File: src/core/refclk_pkg.sv
// shared constants and types for the reference clock generator
package refclk_pkg;

  // ------------------------------------------------------------
  // register map
  // ------------------------------------------------------------
  localparam logic [3:0] ADDR_CONTROL = 4'h0;
  localparam logic [3:0] ADDR_TRIM    = 4'h4;

  // ------------------------------------------------------------
  // control register fields
  // ------------------------------------------------------------
  localparam int DIV_LSB     = 16;
  localparam int DIV_W       = 15;
  localparam int ENABLE_BIT  = 15;
  localparam int SLEEP_BIT   = 11;
  localparam int SWITCH_BIT  = 9;
  localparam int ACTIVE_BIT  = 8;
  localparam int SEL_LSB     = 0;
  localparam int SEL_W       = 4;
  localparam int TRIM_LSB    = 23;
  localparam int TRIM_W      = 9;

  // ------------------------------------------------------------
  // reset values
  // ------------------------------------------------------------
  localparam logic [14:0] DIV_RESET  = 15'h0000;
  localparam logic [8:0]  TRIM_RESET = 9'h000;
  localparam logic [3:0]  SEL_RESET  = 4'h0;

  // ------------------------------------------------------------
  // source codes
  // ------------------------------------------------------------
  localparam logic [3:0] SRC_SYSTEM     = 4'h0;
  localparam logic [3:0] SRC_PERIPHERAL = 4'h1;
  localparam logic [3:0] SRC_PRIMARY    = 4'h2;
  localparam logic [3:0] SRC_FAST_RC    = 4'h3;
  localparam logic [3:0] SRC_LOW_RC     = 4'h4;
  localparam logic [3:0] SRC_SECONDARY  = 4'h5;
  localparam logic [3:0] SRC_USB_PLL    = 4'h6;
  localparam logic [3:0] SRC_SYS_PLL    = 4'h7;
  localparam logic [3:0] SRC_EXTERNAL   = 4'h8;
  localparam int         NUM_SOURCES    = 9;

  typedef struct packed {
    logic [14:0] divider;
    logic [8:0]  trim;
  } divider_set_type;

endpackage

File: src/core/reference_clock_generator.sv
// reference clock generator with avalon-mm register slave
//
// Function
// - the 4-bit source select chooses system, peripheral bus, primary, fast rc, low rc, secondary, usb pll, system pll or external input for codes 0 to 8.
// - run-in-sleep is ignored when source select is 0 or 1.
// - while enabled, a new divider is held pending until the switch request bit is set.
// - the trim register holds a 9-bit trim in bits 31 to 23, reset to zero, other bits read zero.
// - while enabled, a trim write waits for the switch request bit before taking effect.
// - the switch request bit reads 1 during a switch and is cleared by hardware when done.
// - a read-only request-active bit reads 1 while a clock request is active.
// - the enable bit turns the generator on at 1 and off at 0.
// - with run-in-sleep at 1 the output runs in sleep, at 0 it stops in sleep.
`timescale 1ns/100ps
`default_nettype none
module reference_clock_generator (
  input  wire logic                               clk,
  input  wire logic                               rst,
  input  wire logic [3:0]                         address,
  input  wire logic                               read,
  input  wire logic                               write,
  input  wire logic [31:0]                        writedata,
  input  wire logic [3:0]                         byteenable,
  output logic      [31:0]                        readdata,
  output logic                                    waitrequest,
  input  wire logic [refclk_pkg::NUM_SOURCES-1:0] source_clocks,
  input  wire logic                               sleep_mode,
  output logic                                    reference_out
);

  // ------------------------------------------------------------
  // source synchronisers
  // ------------------------------------------------------------
  logic [refclk_pkg::NUM_SOURCES-1:0] sync1_reg;
  logic [refclk_pkg::NUM_SOURCES-1:0] sync2_reg;
  logic                               sleep1_reg;
  logic                               sleep2_reg;

  always_ff @(posedge clk) begin
    if (rst) begin
      sync1_reg  <= '0;
      sync2_reg  <= '0;
      sleep1_reg <= 1'b0;
      sleep2_reg <= 1'b0;
    end else begin
      sync1_reg  <= source_clocks;
      sync2_reg  <= sync1_reg;
      sleep1_reg <= sleep_mode;
      sleep2_reg <= sleep1_reg;
    end
  end

  // ------------------------------------------------------------
  // register state
  // ------------------------------------------------------------
  logic [14:0] div_pend_reg,   div_pend_next;
  logic [8:0]  trim_pend_reg,  trim_pend_next;
  logic [3:0]  sel_reg,        sel_next;
  logic        enable_reg,     enable_next;
  logic        sleep_run_reg,  sleep_run_next;
  logic        switch_reg,     switch_next;
  logic        wait_reg,       wait_next;
  logic [31:0] rdata_reg,      rdata_next;
  refclk_pkg::divider_set_type act_reg, act_next;
  logic        boundary;
  logic        active;
  logic        wr_ctl;
  logic        wr_trim;
  logic        sw_set;
  logic        wreq_reg,       wreq_next;

  // writes land at the edge where waitrequest is sampled low
  assign wr_ctl  = write && wait_reg && (address == refclk_pkg::ADDR_CONTROL);
  assign wr_trim = write && wait_reg && (address == refclk_pkg::ADDR_TRIM);
  assign sw_set  = wr_ctl && byteenable[1] && writedata[refclk_pkg::SWITCH_BIT];

  always_comb begin
    div_pend_next  = div_pend_reg;
    trim_pend_next = trim_pend_reg;
    sel_next       = sel_reg;
    enable_next    = enable_reg;
    sleep_run_next = sleep_run_reg;
    switch_next    = switch_reg;
    act_next       = act_reg;
    rdata_next     = 32'h0000_0000;
    wait_next      = (read || write) && wait_reg;
    if ((read || write) && wait_reg) begin
      wait_next = 1'b0;
    end else if (read || write) begin
      wait_next = 1'b1;
    end
    wreq_next = !wait_next;
    if (wr_ctl) begin
      if (byteenable[0]) begin
        sel_next = writedata[3:0];
      end
      if (byteenable[1]) begin
        enable_next    = writedata[refclk_pkg::ENABLE_BIT];
        sleep_run_next = writedata[refclk_pkg::SLEEP_BIT];
        if (writedata[refclk_pkg::SWITCH_BIT]) begin
          switch_next = 1'b1;
        end
      end
      if (byteenable[2] && byteenable[3]) begin
        div_pend_next = writedata[30:16];
      end
    end
    if (wr_trim && byteenable[3] && byteenable[2]) begin
      trim_pend_next = writedata[31:23];
    end
    // load pending set: immediately when off, at a boundary on switch request
    if (!enable_reg) begin
      act_next.divider = div_pend_next;
      act_next.trim    = trim_pend_next;
      switch_next      = 1'b0;
    end else if (switch_reg && boundary) begin
      act_next.divider = div_pend_reg;
      act_next.trim    = trim_pend_reg;
      // a new switch request in the same cycle wins over the clear
      if (!sw_set) begin
        switch_next = 1'b0;
      end
    end
    if (read && !wait_reg) begin
      if (address == refclk_pkg::ADDR_CONTROL) begin
        rdata_next[30:16]                    = div_pend_reg;
        rdata_next[refclk_pkg::ENABLE_BIT]   = enable_reg;
        rdata_next[refclk_pkg::SLEEP_BIT]    = sleep_run_reg;
        rdata_next[refclk_pkg::SWITCH_BIT]   = switch_reg;
        rdata_next[refclk_pkg::ACTIVE_BIT]   = active;
        rdata_next[3:0]                      = sel_reg;
      end else if (address == refclk_pkg::ADDR_TRIM) begin
        rdata_next[31:23] = trim_pend_reg;
      end else begin
        rdata_next = 32'h0000_0000;
      end
    end
  end

  always_ff @(posedge clk) begin
    if (rst) begin
      div_pend_reg  <= refclk_pkg::DIV_RESET;
      trim_pend_reg <= refclk_pkg::TRIM_RESET;
      sel_reg       <= refclk_pkg::SEL_RESET;
      enable_reg    <= 1'b0;
      sleep_run_reg <= 1'b0;
      switch_reg    <= 1'b0;
      wait_reg      <= 1'b0;
      wreq_reg      <= 1'b1;
      rdata_reg     <= 32'h0000_0000;
      act_reg       <= '0;
    end else begin
      div_pend_reg  <= div_pend_next;
      trim_pend_reg <= trim_pend_next;
      sel_reg       <= sel_next;
      enable_reg    <= enable_next;
      sleep_run_reg <= sleep_run_next;
      switch_reg    <= switch_next;
      wait_reg      <= wait_next;
      wreq_reg      <= wreq_next;
      rdata_reg     <= rdata_next;
      act_reg       <= act_next;
    end
  end

  assign readdata    = rdata_reg;
  assign waitrequest = wreq_reg;

  // ------------------------------------------------------------
  // source select, edge detect and run gating
  // ------------------------------------------------------------
  logic src_level;
  logic src_prev_reg;
  logic src_edge;
  logic run_ok;
  logic bus_source;

  always_comb begin
    if (sel_reg < 4'(refclk_pkg::NUM_SOURCES)) begin
      src_level = sync2_reg[sel_reg];
    end else begin
      src_level = 1'b0;
    end
  end

  always_ff @(posedge clk) begin
    if (rst) begin
      src_prev_reg <= 1'b0;
    end else begin
      src_prev_reg <= src_level;
    end
  end

  assign src_edge   = src_level && !src_prev_reg;
  assign bus_source = (sel_reg == refclk_pkg::SRC_SYSTEM) ||
                      (sel_reg == refclk_pkg::SRC_PERIPHERAL);
  // bus clocks stop in sleep, so the run-in-sleep bit does not matter there
  assign run_ok     = enable_reg &&
                      (!sleep2_reg || (sleep_run_reg && !bus_source));
  assign active     = run_ok;

  // ------------------------------------------------------------
  // fractional divider: output toggles every divider+trim/512 edges
  // ------------------------------------------------------------
  logic [14:0] cnt_reg,  cnt_next;
  logic [9:0]  frac_reg, frac_next;
  logic        out_reg,  out_next;
  logic        toggle;

  always_comb begin
    cnt_next  = cnt_reg;
    frac_next = frac_reg;
    out_next  = out_reg;
    toggle    = 1'b0;
    if (!run_ok) begin
      cnt_next  = 15'h0000;
      frac_next = 10'h000;
      out_next  = 1'b0;
    end else if (src_edge) begin
      if (act_reg.divider == 15'h0000) begin
        toggle = 1'b1;
      end else if (cnt_reg >= act_reg.divider - 15'h0001 + 15'(frac_reg[9])) begin
        toggle    = 1'b1;
        cnt_next  = 15'h0000;
        frac_next = {1'b0, frac_reg[8:0]} + {1'b0, act_reg.trim};
      end else begin
        cnt_next = cnt_reg + 15'h0001;
      end
      if (toggle) begin
        out_next = !out_reg;
      end
    end
  end

  // boundary: falling output edge or output idle
  assign boundary = !run_ok || (toggle && out_reg);

  always_ff @(posedge clk) begin
    if (rst) begin
      cnt_reg  <= 15'h0000;
      frac_reg <= 10'h000;
      out_reg  <= 1'b0;
    end else begin
      cnt_reg  <= cnt_next;
      frac_reg <= frac_next;
      out_reg  <= out_next;
    end
  end

  assign reference_out = out_reg;
endmodule // reference_clock_generator
`default_nettype wire

File: config.mk
export PLATFORM = sky130hd
export DESIGN_NAME = reference_clock_generator
export DESIGN_NICKNAME = d
export VERILOG_FILES = /design/src/core/refclk_pkg.sv /design/src/core/reference_clock_generator.sv
export SDC_FILE = /design/constraint.sdc
export NUM_CORES = 1
export LEC_CHECK = 0
export ABC_AREA = 1
export CAP_MARGIN = 20
export CORE_MARGIN = 1.5
export CORE_UTILIZATION = 65
export CTS_CLUSTER_DIAMETER = 50
export DETAILED_ROUTE_END_ITERATION = 12
export DONT_BUFFER_PORTS = 1
export HOLD_SLACK_MARGIN = 0.12
export PLACE_DENSITY_LB_ADDON = 0.12
export RECOVER_POWER = 25
export SYNTH_ARGS = -nofsm -noshare
export SYNTH_HDL_FRONTEND = slang
export SYNTH_SLANG_ARGS = --single-unit
File: constraint.sdc
create_clock -name clk -period 4.45 [get_ports clk]
set_input_delay 0.89 -clock clk [delete_from_list [all_inputs] [get_ports clk]]
set_output_delay 0.89 -clock clk [all_outputs]
set_load 0.02 [all_outputs]
Word-level counts from Yosys, hierarchy flattened
Index checks and enable logic that the tools add are counted.
- add/subtract/negate cells: 4
- multipliers: 0
- div/mod/pow operators: 0
- magnitude comparators: 3
- equality and inequality tests: 3
- shift operators: 0
- muxes and demuxes: 24
- bitwise logic cells: 6
- reductions and logical operators: 39
- operator list (kind ; count):
    $mux 24 ; 2
    $mux 15 ; 3
    $mux 9 ; 2
    $mux 16 ; 1
    $add 15x1->15 ; 1
    $add 15x1->15 const B ; 1
    $ge 15x15->1 ; 1
    $logic_and 1x1->1 ; 15
    $logic_not 15->1 ; 1
    $mux 1 ; 15
    $sub 15x1->15 const B ; 1
    $add 9x9->10 ; 1
    $logic_not 4->1 ; 2
    $reduce_and 2->1 ; 4
    $logic_not 1->1 ; 7
    $not 1->1 ; 6
    $reduce_or 2->1 ; 3
    $lt 4x5->1 const B ; 1
    $bmux 1 s4 ; 1
    $eq 4x1->1 const B ; 1
    $eq 4x3->1 const B ; 1
    $logic_or 1x1->1 ; 4
    $lt 4x4->1 const B ; 1
    $reduce_or 4->1 ; 1
    other kinds (3) ; 3
- bits in registers: 136
- bits in latches: 0
- RAM bits: 0
- memory bits (read-only): 0
- bits of input ports: 54
- logic and storage cells: 101
- memories: 0

Longest topological paths before layout
Gate-level depths: netlist of the first run.
- depth in word-level cells: 14
- mapped depth: 22
- mapped depth without buffers: 21

Worst setup path after synthesis of the first run
OpenSTA, ideal clock, no wires.
- kind: flip-flop to flip-flop
- start: register act_reg[9] in the netlist's numbering
- end: register act_reg[17] in the netlist's numbering
- arrival time: 2.668 ns
- data required time: 4.337 ns
- path slack: 1.669 ns
- cell stages (with the launch flop): 23
- buffers on the path: 1
- period minus slack after synthesis: 2.781 ns
- cells stage by stage: dfxtp_1 -> inv_1 -> ha_1 -> ha_1 -> nand2_1 -> nor2_1 -> nand2_1 -> nor2_1 -> xor2_1 -> ha_1 -> nand2_1 -> inv_1 -> nand2_1 -> nand2_1 -> a21oi_1 -> nand4_1 -> nand3_1 -> nand2_1 -> nand2_1 -> buf_2 -> nand2_1 -> nand2_1 -> nor2_1
- cells in the longest elaborated chain, start to end: 13
- elaborated cells on any way between the ends: 14
- classes of those cells: 2 x add/sub; 1 x order compare; 1 x eq/ne; 6 x mux; 4 x reduce/logical
- ends and longest elaborated chain (what ; line ; source):
    start: declaration ; reference_clock_generator.sv:63 ; refclk_pkg::divider_set_type act_reg, act_next;
    start signal: assignment ; reference_clock_generator.sv:161 ; act_reg <= act_next;
    $sub 15x1->15 ; reference_clock_generator.sv:221 ; end else if (cnt_reg >= act_reg.divider - 15'h0001 + 15'(frac_reg[9])) begin
    $add 15x1->15 ; reference_clock_generator.sv:221 ;
    $ge 15x15->1 ; reference_clock_generator.sv:221 ;
    $mux 1 ; reference_clock_generator.sv:221 ;
    $mux 1 * ; reference_clock_generator.sv:219 ; if (act_reg.divider == 15'h0000) begin
    $mux 1 * ; reference_clock_generator.sv:218 ; end else if (src_edge) begin
    $mux 1 * ; reference_clock_generator.sv:214 ; if (!run_ok) begin
    $mux 1 * ; reference_clock_generator.sv:218 ;
    $mux 1 * ; reference_clock_generator.sv:214 ;
    $logic_and 1x1->1 * ; reference_clock_generator.sv:235 ; assign boundary = !run_ok || (toggle && out_reg);
    $logic_or 1x1->1 * ; reference_clock_generator.sv:235 ;
    $logic_and 1x1->1 * ; reference_clock_generator.sv:115 ; end else if (switch_reg && boundary) begin
    $ne 2x1->1 (no line) * ; -- ;
Every way passes the cells marked *; elsewhere a longest branch is shown, timed or not. The select of a mux whose other input is x is not followed.
A chain may end at the register's enable or synchronous reset.

Final worst setup path of the first run
- start: register act_reg[9] in the netlist's numbering
- end: register act_reg[2] in the netlist's numbering
The elaborated chain is that of the path after synthesis.

==> out/metrics.csv, run 1 <==
stage;metric;value;unit
synthesis;Synth top area share;0.424;
timing;max frequency;282;MHz
synthesis;Post-synth ARST share;0;
power_and_ir_drop;Pwr per Cell Area;402;nW/um^2
clock_tree;total CTS buffers;17;
clock_tree;TritonCTS clock tree;done;
route;WL final;13.3;mm
timing;Worst Tran Pin Value;1.05;ns
global_route;grt total ovfl;0;
critical_path;kind of critical path;reg -> reg;
run_status;run status;finished, final reports clean;
layout;area delta synth->final;9.68;%
critical_path;CP endpoint kind;flop;
placed_design;routability-driven placement congestion ratio;0.856;
clock_tree;hold_buf cts;0;
floorplan;core area;8850;sq um
floorplan;Ports;88;
critical_path;Worst setup SP type;flop;
min_path;worst min path class;reg -> reg;
synthesis;Synth cell types;37;
timing;RSZ-0062 raised after global routing;no;
route;Detail Route Antenna Nets;0;
timing;setup violators final;0;
clock_tree;Setup Fix Bufs, Post-CTS;0;
timing;Max transition margin;0.297;
synthesis;Syn Std Cell Area;6040;sq um
synthesis;EDFF count, synth;0;
synthesis;Synth Instances;859;
synthesis;Seq/Total Area, Yosys;0.424;
power_and_ir_drop;LEAKAGE;2.93;nW
synthesis;mean post-synth cell area;7.03;sq um
synthesis;count leader, synth;nand2_1;
synthesis;predominant post-synthesis flop cell;dfxtp_1;
clock_tree;Post-CTS Resized;0;
critical_path;Crit path arrival time;3.97;ns
route;DRC;0;
timing;Fin Setup TNS;0;ns
placed_design;Detailed Place HPWL;9.13;mm
synthesis;#FFs+latches synth;128;
placed_design;port bufs;0;
clock_tree;worst skew pair latency;0.53;ns
timing;Final Hold Viols;0;
clock_tree;CTS Root Cell;clkbuf_8;
synthesis;top post-synthesis cells by count;nand2_1 (201), nor2_1 (157), dfxtp_1 (128), inv_1 (112), o21ai_0 (60);
layout;share of layout cells above drive strength 1;0.0509;
synthesis;top cells by area, synth;dfxtp_1 (42%), nand2_1 (12%), nor2_1 (9.8%);
floorplan;starting utilization of the core area;0.682;
route;Starting DRT DRC Count;275;
timing;min Tclk post-route;3.55;ns
layout;final core utilization;0.748;
route;Avg WL per Cell;13.7;um
global_route;vias in the first global route;5083;
timing;Final Slew Violations;0;
clock_tree;Worst-path clk slew;0.06;ns
critical_path;critical path fanouts, max;48;
power_and_ir_drop;maximum VDD drop;0.309;mV
synthesis;Yosys warnings;0;
global_route;first-pass GRT wire length;22.3;mm
global_route;antenna violations before repair;0;
global_route;Total GRT Usage;0.286;
global_route;largest net degree at the start of global routing;53;
timing;fin crit share;0.798;
floorplan;die width;99.4;um
floorplan;Die Area;9880;sq um
route;routed via count;5268;
clock_tree;total clock sinks;128;
layout;diode count;0;
run;maxcap violations;0;
timing;worst-case clock skew;0.00866;ns
critical_path;Crit path required time;4.87;ns
clock_tree;Clock Path Buffers;2;
clock_tree;H-tree lvl count;4;
floorplan;die height;99.4;um
route;iteration count of the initial detailed-routing pass;5;
floorplan;row count;34;
route;drt via density;5.41;
layout;Layout Nets;934;
synthesis;largest area contributor in the netlist;dfxtp_1;
[final cells by class]
class	instances	area, sq um
clock buffers	19	432
clock inverters	13	174
fillers	711	2230
inverters	115	432
multi-input cells	588	2870
flip-flops and latches	128	2560
well taps	108	135
repair buffers	2	15.0
[metal layers]
layer / vias up / GRT usage / share of wire
li1: 2657 / - / -
met1: 2419 / 0.324 / 0.43
met2: 150 / 0.508 / 0.50
met3: 42 / 0.0710 / 0.045
met4: 0 / 0.126 / 0.033
met5: - / 0 / 0
[per-stage QoR]
step	cell area (sq um)	power (mW)	setup slack, ns	hold slack [ns]	cells
after floorplan	6060	1.26	1.67	0.388	866
after global placement	6020	1.26	1.11	0.391	941
after detailed placement	6020	1.26	0.999	0.393	941
after CTS	6630	2.67	0.908	0.398	973
after global routing	6620	2.73	0.585	0.413	973
final	6620	2.66	0.900	0.401	973
[cells by family (layout without fill, tap and decap cells)]
logic type,after synthesis,count (layout),synth area share
other,1,8,0.000621
DFF,128,128,0.424
adders and majority gates,28,28,0.0593
and+or+nand+nor,417,417,0.278
buffers and inverters,150,149,0.104
muxes,6,6,0.00995
xor gates and xnor gates,19,19,0.0276
AOI/OAI and AO/OA,110,110,0.0968
[power breakdown]
| part | switching (mW) | total, mW | internal (mW) |
|---|---|---|---|
| registers | 0.00560 | 1.16 | 1.16 |
| logic | 0.0518 | 0.0757 | 0.0240 |
| clock network | 0.540 | 1.42 | 0.881 |
[critical path, stage by stage, from the launching register on]
cell     delay, ns
dfxtp_1       0.30
inv_1         0.10
ha_1          0.21
ha_1          0.20
nand2_1       0.11
nor2_1        0.23
nand2_1       0.13
nor2_1        0.13
xor2_1        0.18
ha_1          0.28
nand2_1       0.12
inv_1         0.05
nand2_1       0.06
nand2_1       0.04
a21oi_1       0.15
nand4_1       0.16
nand3_1       0.14
nand2_1       0.08
nand2_1       0.06
buf_4         0.39
nand2_1       0.13
nand2_1       0.10
nor2_1        0.06
[worst paths after layout]
check               startpoint            to  slack [ns]  depth (start not counted)
setup reg to reg    act_reg[9]    act_reg[2]        0.90                         22
setup / recovery    act_reg[9]    act_reg[2]        0.90                         22
hold / removal    sync1_reg[8]  sync2_reg[8]        0.40                          2
hold reg to reg   sync1_reg[8]  sync2_reg[8]        0.40                          2
[placed cells by master (no fill, tap or decap), drive strengths merged, types with 2 or more instances in the layout]
| cell type | instances |
|---|---|
| dfxtp | 128 |
| nand3 | 30 |
| nor3 | 12 |
| nor2 | 160 |
| buf | 2 |
| inv | 121 |
| nor4 | 2 |
| mux2i | 6 |
| o21ai | 65 |
| ha | 27 |
| o22ai | 8 |
| conb | 8 |
| xor2 | 15 |
| clkbuf | 19 |
| nand4 | 7 |
| bufinv | 3 |
| clkinv | 2 |
| a21oi | 32 |
| nand2 | 204 |
| xnor2 | 4 |
| clkinvlp | 2 |
No activity file was read; power rests on OpenSTA's default activity.
==> inputs of run 2 (changes only) <==
--- a/config.mk
+++ b/config.mk
@@ -8,7 +8,7 @@
 export ABC_AREA = 1
 export CAP_MARGIN = 20
 export CORE_MARGIN = 1.5
-export CORE_UTILIZATION = 65
+export CORE_UTILIZATION = 57
 export CTS_CLUSTER_DIAMETER = 50
 export DETAILED_ROUTE_END_ITERATION = 12
 export DONT_BUFFER_PORTS = 1
==> constraint.sdc (replaced) <==
create_clock -name clk -period 2.9 [get_ports clk]
set_input_delay 0.58 -clock clk [delete_from_list [all_inputs] [get_ports clk]]
set_output_delay 0.58 -clock clk [all_outputs]
set_load 0.02 [all_outputs]
==> run 2 against run 1 <==
The run now ends with max-capacitance violations, max-slew violations, negative setup slack left. Setup slack got worse by 1.1 ns. Cell count increased by 8.2%. Clock skew decreased by 0.00086 ns. Critical path depth increased by 1. First-iteration DRC count increased by 7.3%. Global-route usage decreased by 0.35 points. Sequential power increased by 54%. Largest cell class unchanged. Flip-flop and latch count unchanged. Critical path type unchanged. Combinational power increased by 130%. Wire length increased by 14%. Die area increased by 14%.
==> out/metrics.csv, run 2 (synthesis gave the netlist of run 1 again) <==
stage;metric;value;unit
run_status;run status;finished with violations;
run_status;failing checks;max-capacitance violations, max-slew violations, negative setup slack;
layout;Design Area, Final;7480;sq um
floorplan;starting utilization of the core area;0.585;
route;Avg WL per Cell;14.4;um
power_and_ir_drop;LEAKAGE;3.33;nW
clock_tree;TritonCTS clock tree;done;
critical_path;Cell Chain, Critical Path;inv_4, ha_4, ha_4, nand2_4, nor2_4, nand2_2, nor2_2, xor2_1, ha_1, nand2_2, inv_2, nand2_2, nand2_2, a21oi_2, nand4_1, nand3_2, nand2_2, nand2_4, buf_12, buf_16, nand2_4, nand2_2, nor2_2;
route;Detail Route Antenna Nets;0;
timing;Max transition margin;-0.215;
route;iteration count of the initial detailed-routing pass;4;
clock_tree;total CTS buffers;17;
floorplan;die height;106;um
floorplan;die width;106;um
timing;fin crit share;1.07;
global_route;Total GRT Usage;0.282;
timing;RSZ-0062 raised after global routing;yes;
floorplan;Ports;88;
timing;worst-case clock skew;0.00780;ns
global_route;GR Layer Usage met2;0.473;
placed_design;post-place setup slack;-0.330;ns
floorplan;row count;37;
global_route;vias in the first global route;5404;
route;DRC;0;
clock_tree;CTS Root Cell;clkbuf_8;
clock_tree;H-tree lvl count;4;
global_route;antenna violations before repair;0;
layout;post-route insts no fill;1053;
layout;area delta synth->final;23.9;%
critical_path;CP max stage delay;0.33;ns
route;WL final;15.2;mm
timing;Fin Setup TNS;-4.09;ns
placed_design;port bufs;0;
timing;Final Hold Viols;0;
clock_tree;Clock Path Buffers;2;
placed_design;routability-driven placement congestion ratio;0.896;
global_route;GRT Max-Usage Layer;met2;
layout;diode count;0;
critical_path;most frequent cell on the critical path;nand2_2;
timing;Final Slew Violations;41;
placed_design;Detailed Place HPWL;9.49;mm
min_path;worst min path class;in -> reg;
critical_path;critical path fanouts, max;6;
power_and_ir_drop;Pwr per Cell Area;558;nW/um^2
critical_path;Worst setup SP type;flop;
critical_path;CP endpoint kind;flop;
floorplan;core area;10300;sq um
critical_path;CP top delay family;simple AND/OR/NAND/NOR gates;
run;maxcap violations;1;
critical_path;worst reg2reg path startpoint;frac_reg[9];
timing;setup violators final;27;
critical_path;Crit path required time;3.31;ns
power_and_ir_drop;maximum VDD drop;0.459;mV
critical_path;kind of critical path;reg -> reg;
clock_tree;total clock sinks;128;
layout;share of layout cells above drive strength 1;0.166;
global_route;first-pass GRT wire length;24.8;mm
min_path;Hold Path Origin;rst;
global_route;met1 GRT Util;0.340;
timing;min Tclk post-route;3.10;ns
global_route;grt total ovfl;0;
floorplan;Die Area;11200;sq um
layout;fillers;792;
layout;commonest non-fill, non-tap cell in the layout;nand2_1;
route;drt via density;5.15;
timing;Hold WS;0.140;ns
clock_tree;Worst-path clk slew;0.06;ns
clock_tree;worst skew pair latency;0.52;ns
route;Starting DRT DRC Count;295;
critical_path;Crit path arrival time;3.52;ns
timing;max frequency;322;MHz
critical_path;Worst setup startpoint;frac_reg[9];
critical_path;Buf/Inv on CP;4;
layout;commonest non-fill, non-tap cells in the layout;nand2_1 (183), nor2_1 (132), dfxtp_1 (127);
critical_path;slowest CP cell;dfxtp_2;
global_route;met3 Use GR;0.0717;
route;routed via count;5427;
placed_design;placed cell areas;6310;sq um
timing;final setup margin;-0.205;ns
global_route;largest net degree at the start of global routing;52;
timing;Worst Tran Pin Value;1.82;ns
layout;Layout Nets;986;
placed_design;DP Cell Count;1001;
## run 2: cell count changes in the layout (fill, tap and decap cells not counted), sizes merged, moves of 3 or more
cell and change:
clkbuf +3, inv -4, buf +49, clkinv +3
## run 2: area by class of cell
cell class	instances	area, sq um	area share
tap	136	170	0.0228
timing repair buffer	54	553	0.0739
multi-input combinational	588	3140	0.419
sequential	128	2560	0.343
clock inverter	12	181	0.0243
inverter	115	439	0.0587
clock buffer	20	435	0.0582
## run 2: layer usage
metal	wire length [um]	vias up	part of all wire
li1	-	2772	-
met5	0	-	0
met1	6630	2471	0.44
met4	362	0	0.024
met3	705	34	0.046
met2	7500	150	0.49
## run 2: worst paths after layout
kind                   end  slack, ns  cells after the start
max            act_reg[17]      -0.20                     23
min          reference_out       0.14                      1
max reg2reg    act_reg[17]      -0.20                     23
min reg2reg   sync2_reg[6]       0.40                      2
## run 2: metrics by stage
stage / total power, mW / util
after floorplan: 1.93 / -
after global placement: 1.95 / 0.611
after detailed placement: 1.95 / 0.611
after CTS: 4.18 / 0.717
after global routing: 4.30 / 0.725
final: 4.17 / 0.725
## run 2: report_power, final
part           switching, mW  internal, mW
clock network          0.787          1.42
logic                  0.110        0.0638
registers            0.00930          1.78
total                  0.907          3.27
## run 2: repair_timing
action,in CTS,in global routing
gates resized for setup,63,28
setup endpoints to repair,51,51
pin swaps,34,20
endpoints found under the hold margin,40,0
hold buffers,2,0
cloned,6,0
buffers inserted,8,5
==> inputs of run 3 (changes only) <==
--- a/config.mk
+++ b/config.mk
@@ -6,7 +6,7 @@
 export NUM_CORES = 1
 export LEC_CHECK = 0
 export ABC_AREA = 1
-export CAP_MARGIN = 20
+export CAP_MARGIN = 5
 export CORE_MARGIN = 1.5
 export CORE_UTILIZATION = 57
 export CTS_CLUSTER_DIAMETER = 50
==> constraint.sdc (replaced) <==
create_clock -name clk -period 2.85 [get_ports clk]
set_input_delay 0.57 -clock clk [delete_from_list [all_inputs] [get_ports clk]]
set_output_delay 0.57 -clock clk [all_outputs]
set_load 0.02 [all_outputs]
==> run 3 against run 2 <==
The flow still finishes with violations (max-capacitance violations, max-slew violations, negative setup slack). Sequential power is essentially flat. Clock skew hardly changed. Largest power group unchanged. Worst hold slack improved by 0.0014 ns. Combinational power is 9% higher. Wire length down 0.20%. Sequential share of layout area decreased by 0.67 points. Maximum frequency is 0.92% higher. Setup slack got worse by 0.022 ns.
==> out/metrics.csv, run 3 (synthesis gave the netlist of run 1 again) <==
stage;metric;value;unit
clock_tree;Clock Path Buffers;2;
critical_path;Worst setup SP type;flop;
layout;area delta synth->final;26.3;%
global_route;grt total ovfl;0;
min_path;Hold Path Origin;source_clocks[2];
power_and_ir_drop;Design Power;4.24;mW
placed_design;post-place setup slack;-0.350;ns
floorplan;row count;37;
floorplan;Die Area;11200;sq um
timing;max frequency;325;MHz
floorplan;Ports;88;
route;drt via density;5.15;
clock_tree;CTS Root Cell;clkbuf_8;
critical_path;CP endpoint kind;flop;
timing;Final Slew Violations;47;
timing;setup violators final;39;
route;met2 wire len;7.62;mm
floorplan;die height;106;um
clock_tree;Worst-path clk slew;0.06;ns
floorplan;starting utilization of the core area;0.585;
placed_design;port bufs;0;
global_route;vias in the first global route;5295;
route;routed via count;5423;
critical_path;worst reg2reg path startpoint;frac_reg[9];
clock_tree;total CTS buffers;17;
route;highest metal used;met4;
route;DRC;0;
critical_path;CP max stage delay;0.38;ns
critical_path;kind of critical path;reg -> reg;
global_route;antenna violations before repair;0;
route;Avg WL per Cell;14.4;um
clock_tree;total clock sinks;128;
layout;diode count;0;
clock_tree;worst skew pair latency;0.53;ns
clock_tree;TritonCTS clock tree;done;
critical_path;Crit path required time;3.27;ns
placed_design;Detailed Place HPWL;9.53;mm
placed_design;routability-driven placement congestion ratio;0.870;
layout;commonest non-fill, non-tap cell in the layout;nand2_1;
timing;Max transition margin;-0.383;
min_path;worst min path class;in -> reg;
timing;RSZ-0062 raised after global routing;yes;
timing;worst-case clock skew;0.00763;ns
critical_path;Cell Chain, Critical Path;inv_4, ha_4, ha_4, nand2_4, nor2_4, nand2_2, nor2_4, xor2_1, ha_1, nand2_4, buf_6, nor3_4, nand2_2, nand4_1, nand3_2, nand2_2, nand2_4, buf_12, buf_16, nor2_2, nor2_1;
layout;share of layout cells above drive strength 1;0.190;
layout;final core utilization;0.739;
global_route;Total GRT Usage;0.277;
timing;fin crit share;1.08;
power_and_ir_drop;maximum VDD drop;0.448;mV
layout;commonest non-fill, non-tap cells in the layout;nand2_1 (179), dfxtp_1 (127), nor2_1 (123);
layout;Layout Nets;986;
critical_path;slowest CP cell;ha_1;
clock_tree;H-tree lvl count;4;
timing;min Tclk post-route;3.08;ns
route;DR WL met3;681;um
critical_path;Crit path arrival time;3.50;ns
run_status;failing checks;max-capacitance violations, max-slew violations, negative setup slack;
power_and_ir_drop;Pwr per Cell Area;556;nW/um^2
route;Starting DRT DRC Count;226;
global_route;largest net degree at the start of global routing;52;
floorplan;core area;10300;sq um
global_route;first-pass GRT wire length;24.4;mm
power_and_ir_drop;LEAKAGE;3.39;nW
route;WL final;15.2;mm
route;iteration count of the initial detailed-routing pass;6;
run;maxcap violations;1;
route;Detail Route Antenna Nets;0;
route;WL met1;6.60;mm
critical_path;critical path fanouts, max;6;
timing;Final Hold Viols;0;
run_status;run status;finished with violations;
critical_path;Worst setup startpoint;frac_reg[9];
floorplan;die width;106;um
timing;final setup margin;-0.226;ns
timing;Worst Tran Pin Value;2.07;ns
[run 3: changes by cell type in the layout (fill, tap and decap cells not counted), moves of 4 or more]
cell / change
a21oi_1: -4
a21oi_2: +4
clkbuf_8: +4
nand2_1: -4
nor2_1: -9
nor2_4: +6
[run 3: report_power, final]
part / switching [mW] / internal (mW) / total (mW)
combinational: 0.117 / 0.0714 / 0.189
clock: 0.785 / 1.45 / 2.24
sequential: 0.0101 / 1.81 / 1.82
total: 0.912 / 3.33 / 4.24
[run 3: path summary, 6_finish.rpt]
path         cells after the start           end  slack [ns]
max                             21   act_reg[20]       -0.23
max reg2reg                     21   act_reg[20]       -0.23
min                              2  sync1_reg[2]        0.14
min reg2reg                      2    sleep2_reg        0.40
[run 3: layer usage]
metal | vias to the layer above | global-route usage
met5 | - | 0
met4 | 0 | 0.110
met3 | 24 | 0.0674
met2 | 144 | 0.480
met1 | 2493 | 0.330
li1 | 2762 | -
[run 3: worst max-delay path: cells and delay by family (launching register included)]
family / cells / cell delay [ns]
buffers and inverters: 4 / 0.50
adder cells (fa/ha/maj): 3 / 0.71
AND/OR/NAND/NOR: 13 / 1.35
XOR/XNOR: 1 / 0.10
flip-flops: 1 / 0.32
[run 3: area by class of cell]
type                            instances  area [sq um]
Timing Repair inverter                  1          8.76
Multi-Input combinational cell        588          3270
Tap cell                              136           170
Inverter                              115           439
Clock buffer                           24           490
Fill cell                             744          2700
Timing Repair Buffer                   53           563
Sequential cell                       128          2560
Clock inverter                          8           125
[run 3: stage by stage]
step	TNS, ns	cell area [sq um]	hold WS [ns]	cells
6_report	-5.09	7630	0.141	1053
5_1_grt	-12.26	7630	0.132	1053
4_1_cts	-2.06	7410	0.127	1046
3_5_place_dp	-9.99	6310	0.392	1001
3_3_place_gp	-7.87	6310	0.392	1001
2_1_floorplan	0	6060	0.388	866
[run 3: what timing repair did]
action                     CTS  global route
setup endpoints to repair   49            51
buffers inserted             6             6
cloned                       6             1
gates resized for setup     75            52
hold buffers                 1             0
pin swaps                   36            35
hold endpoints to repair    46             0
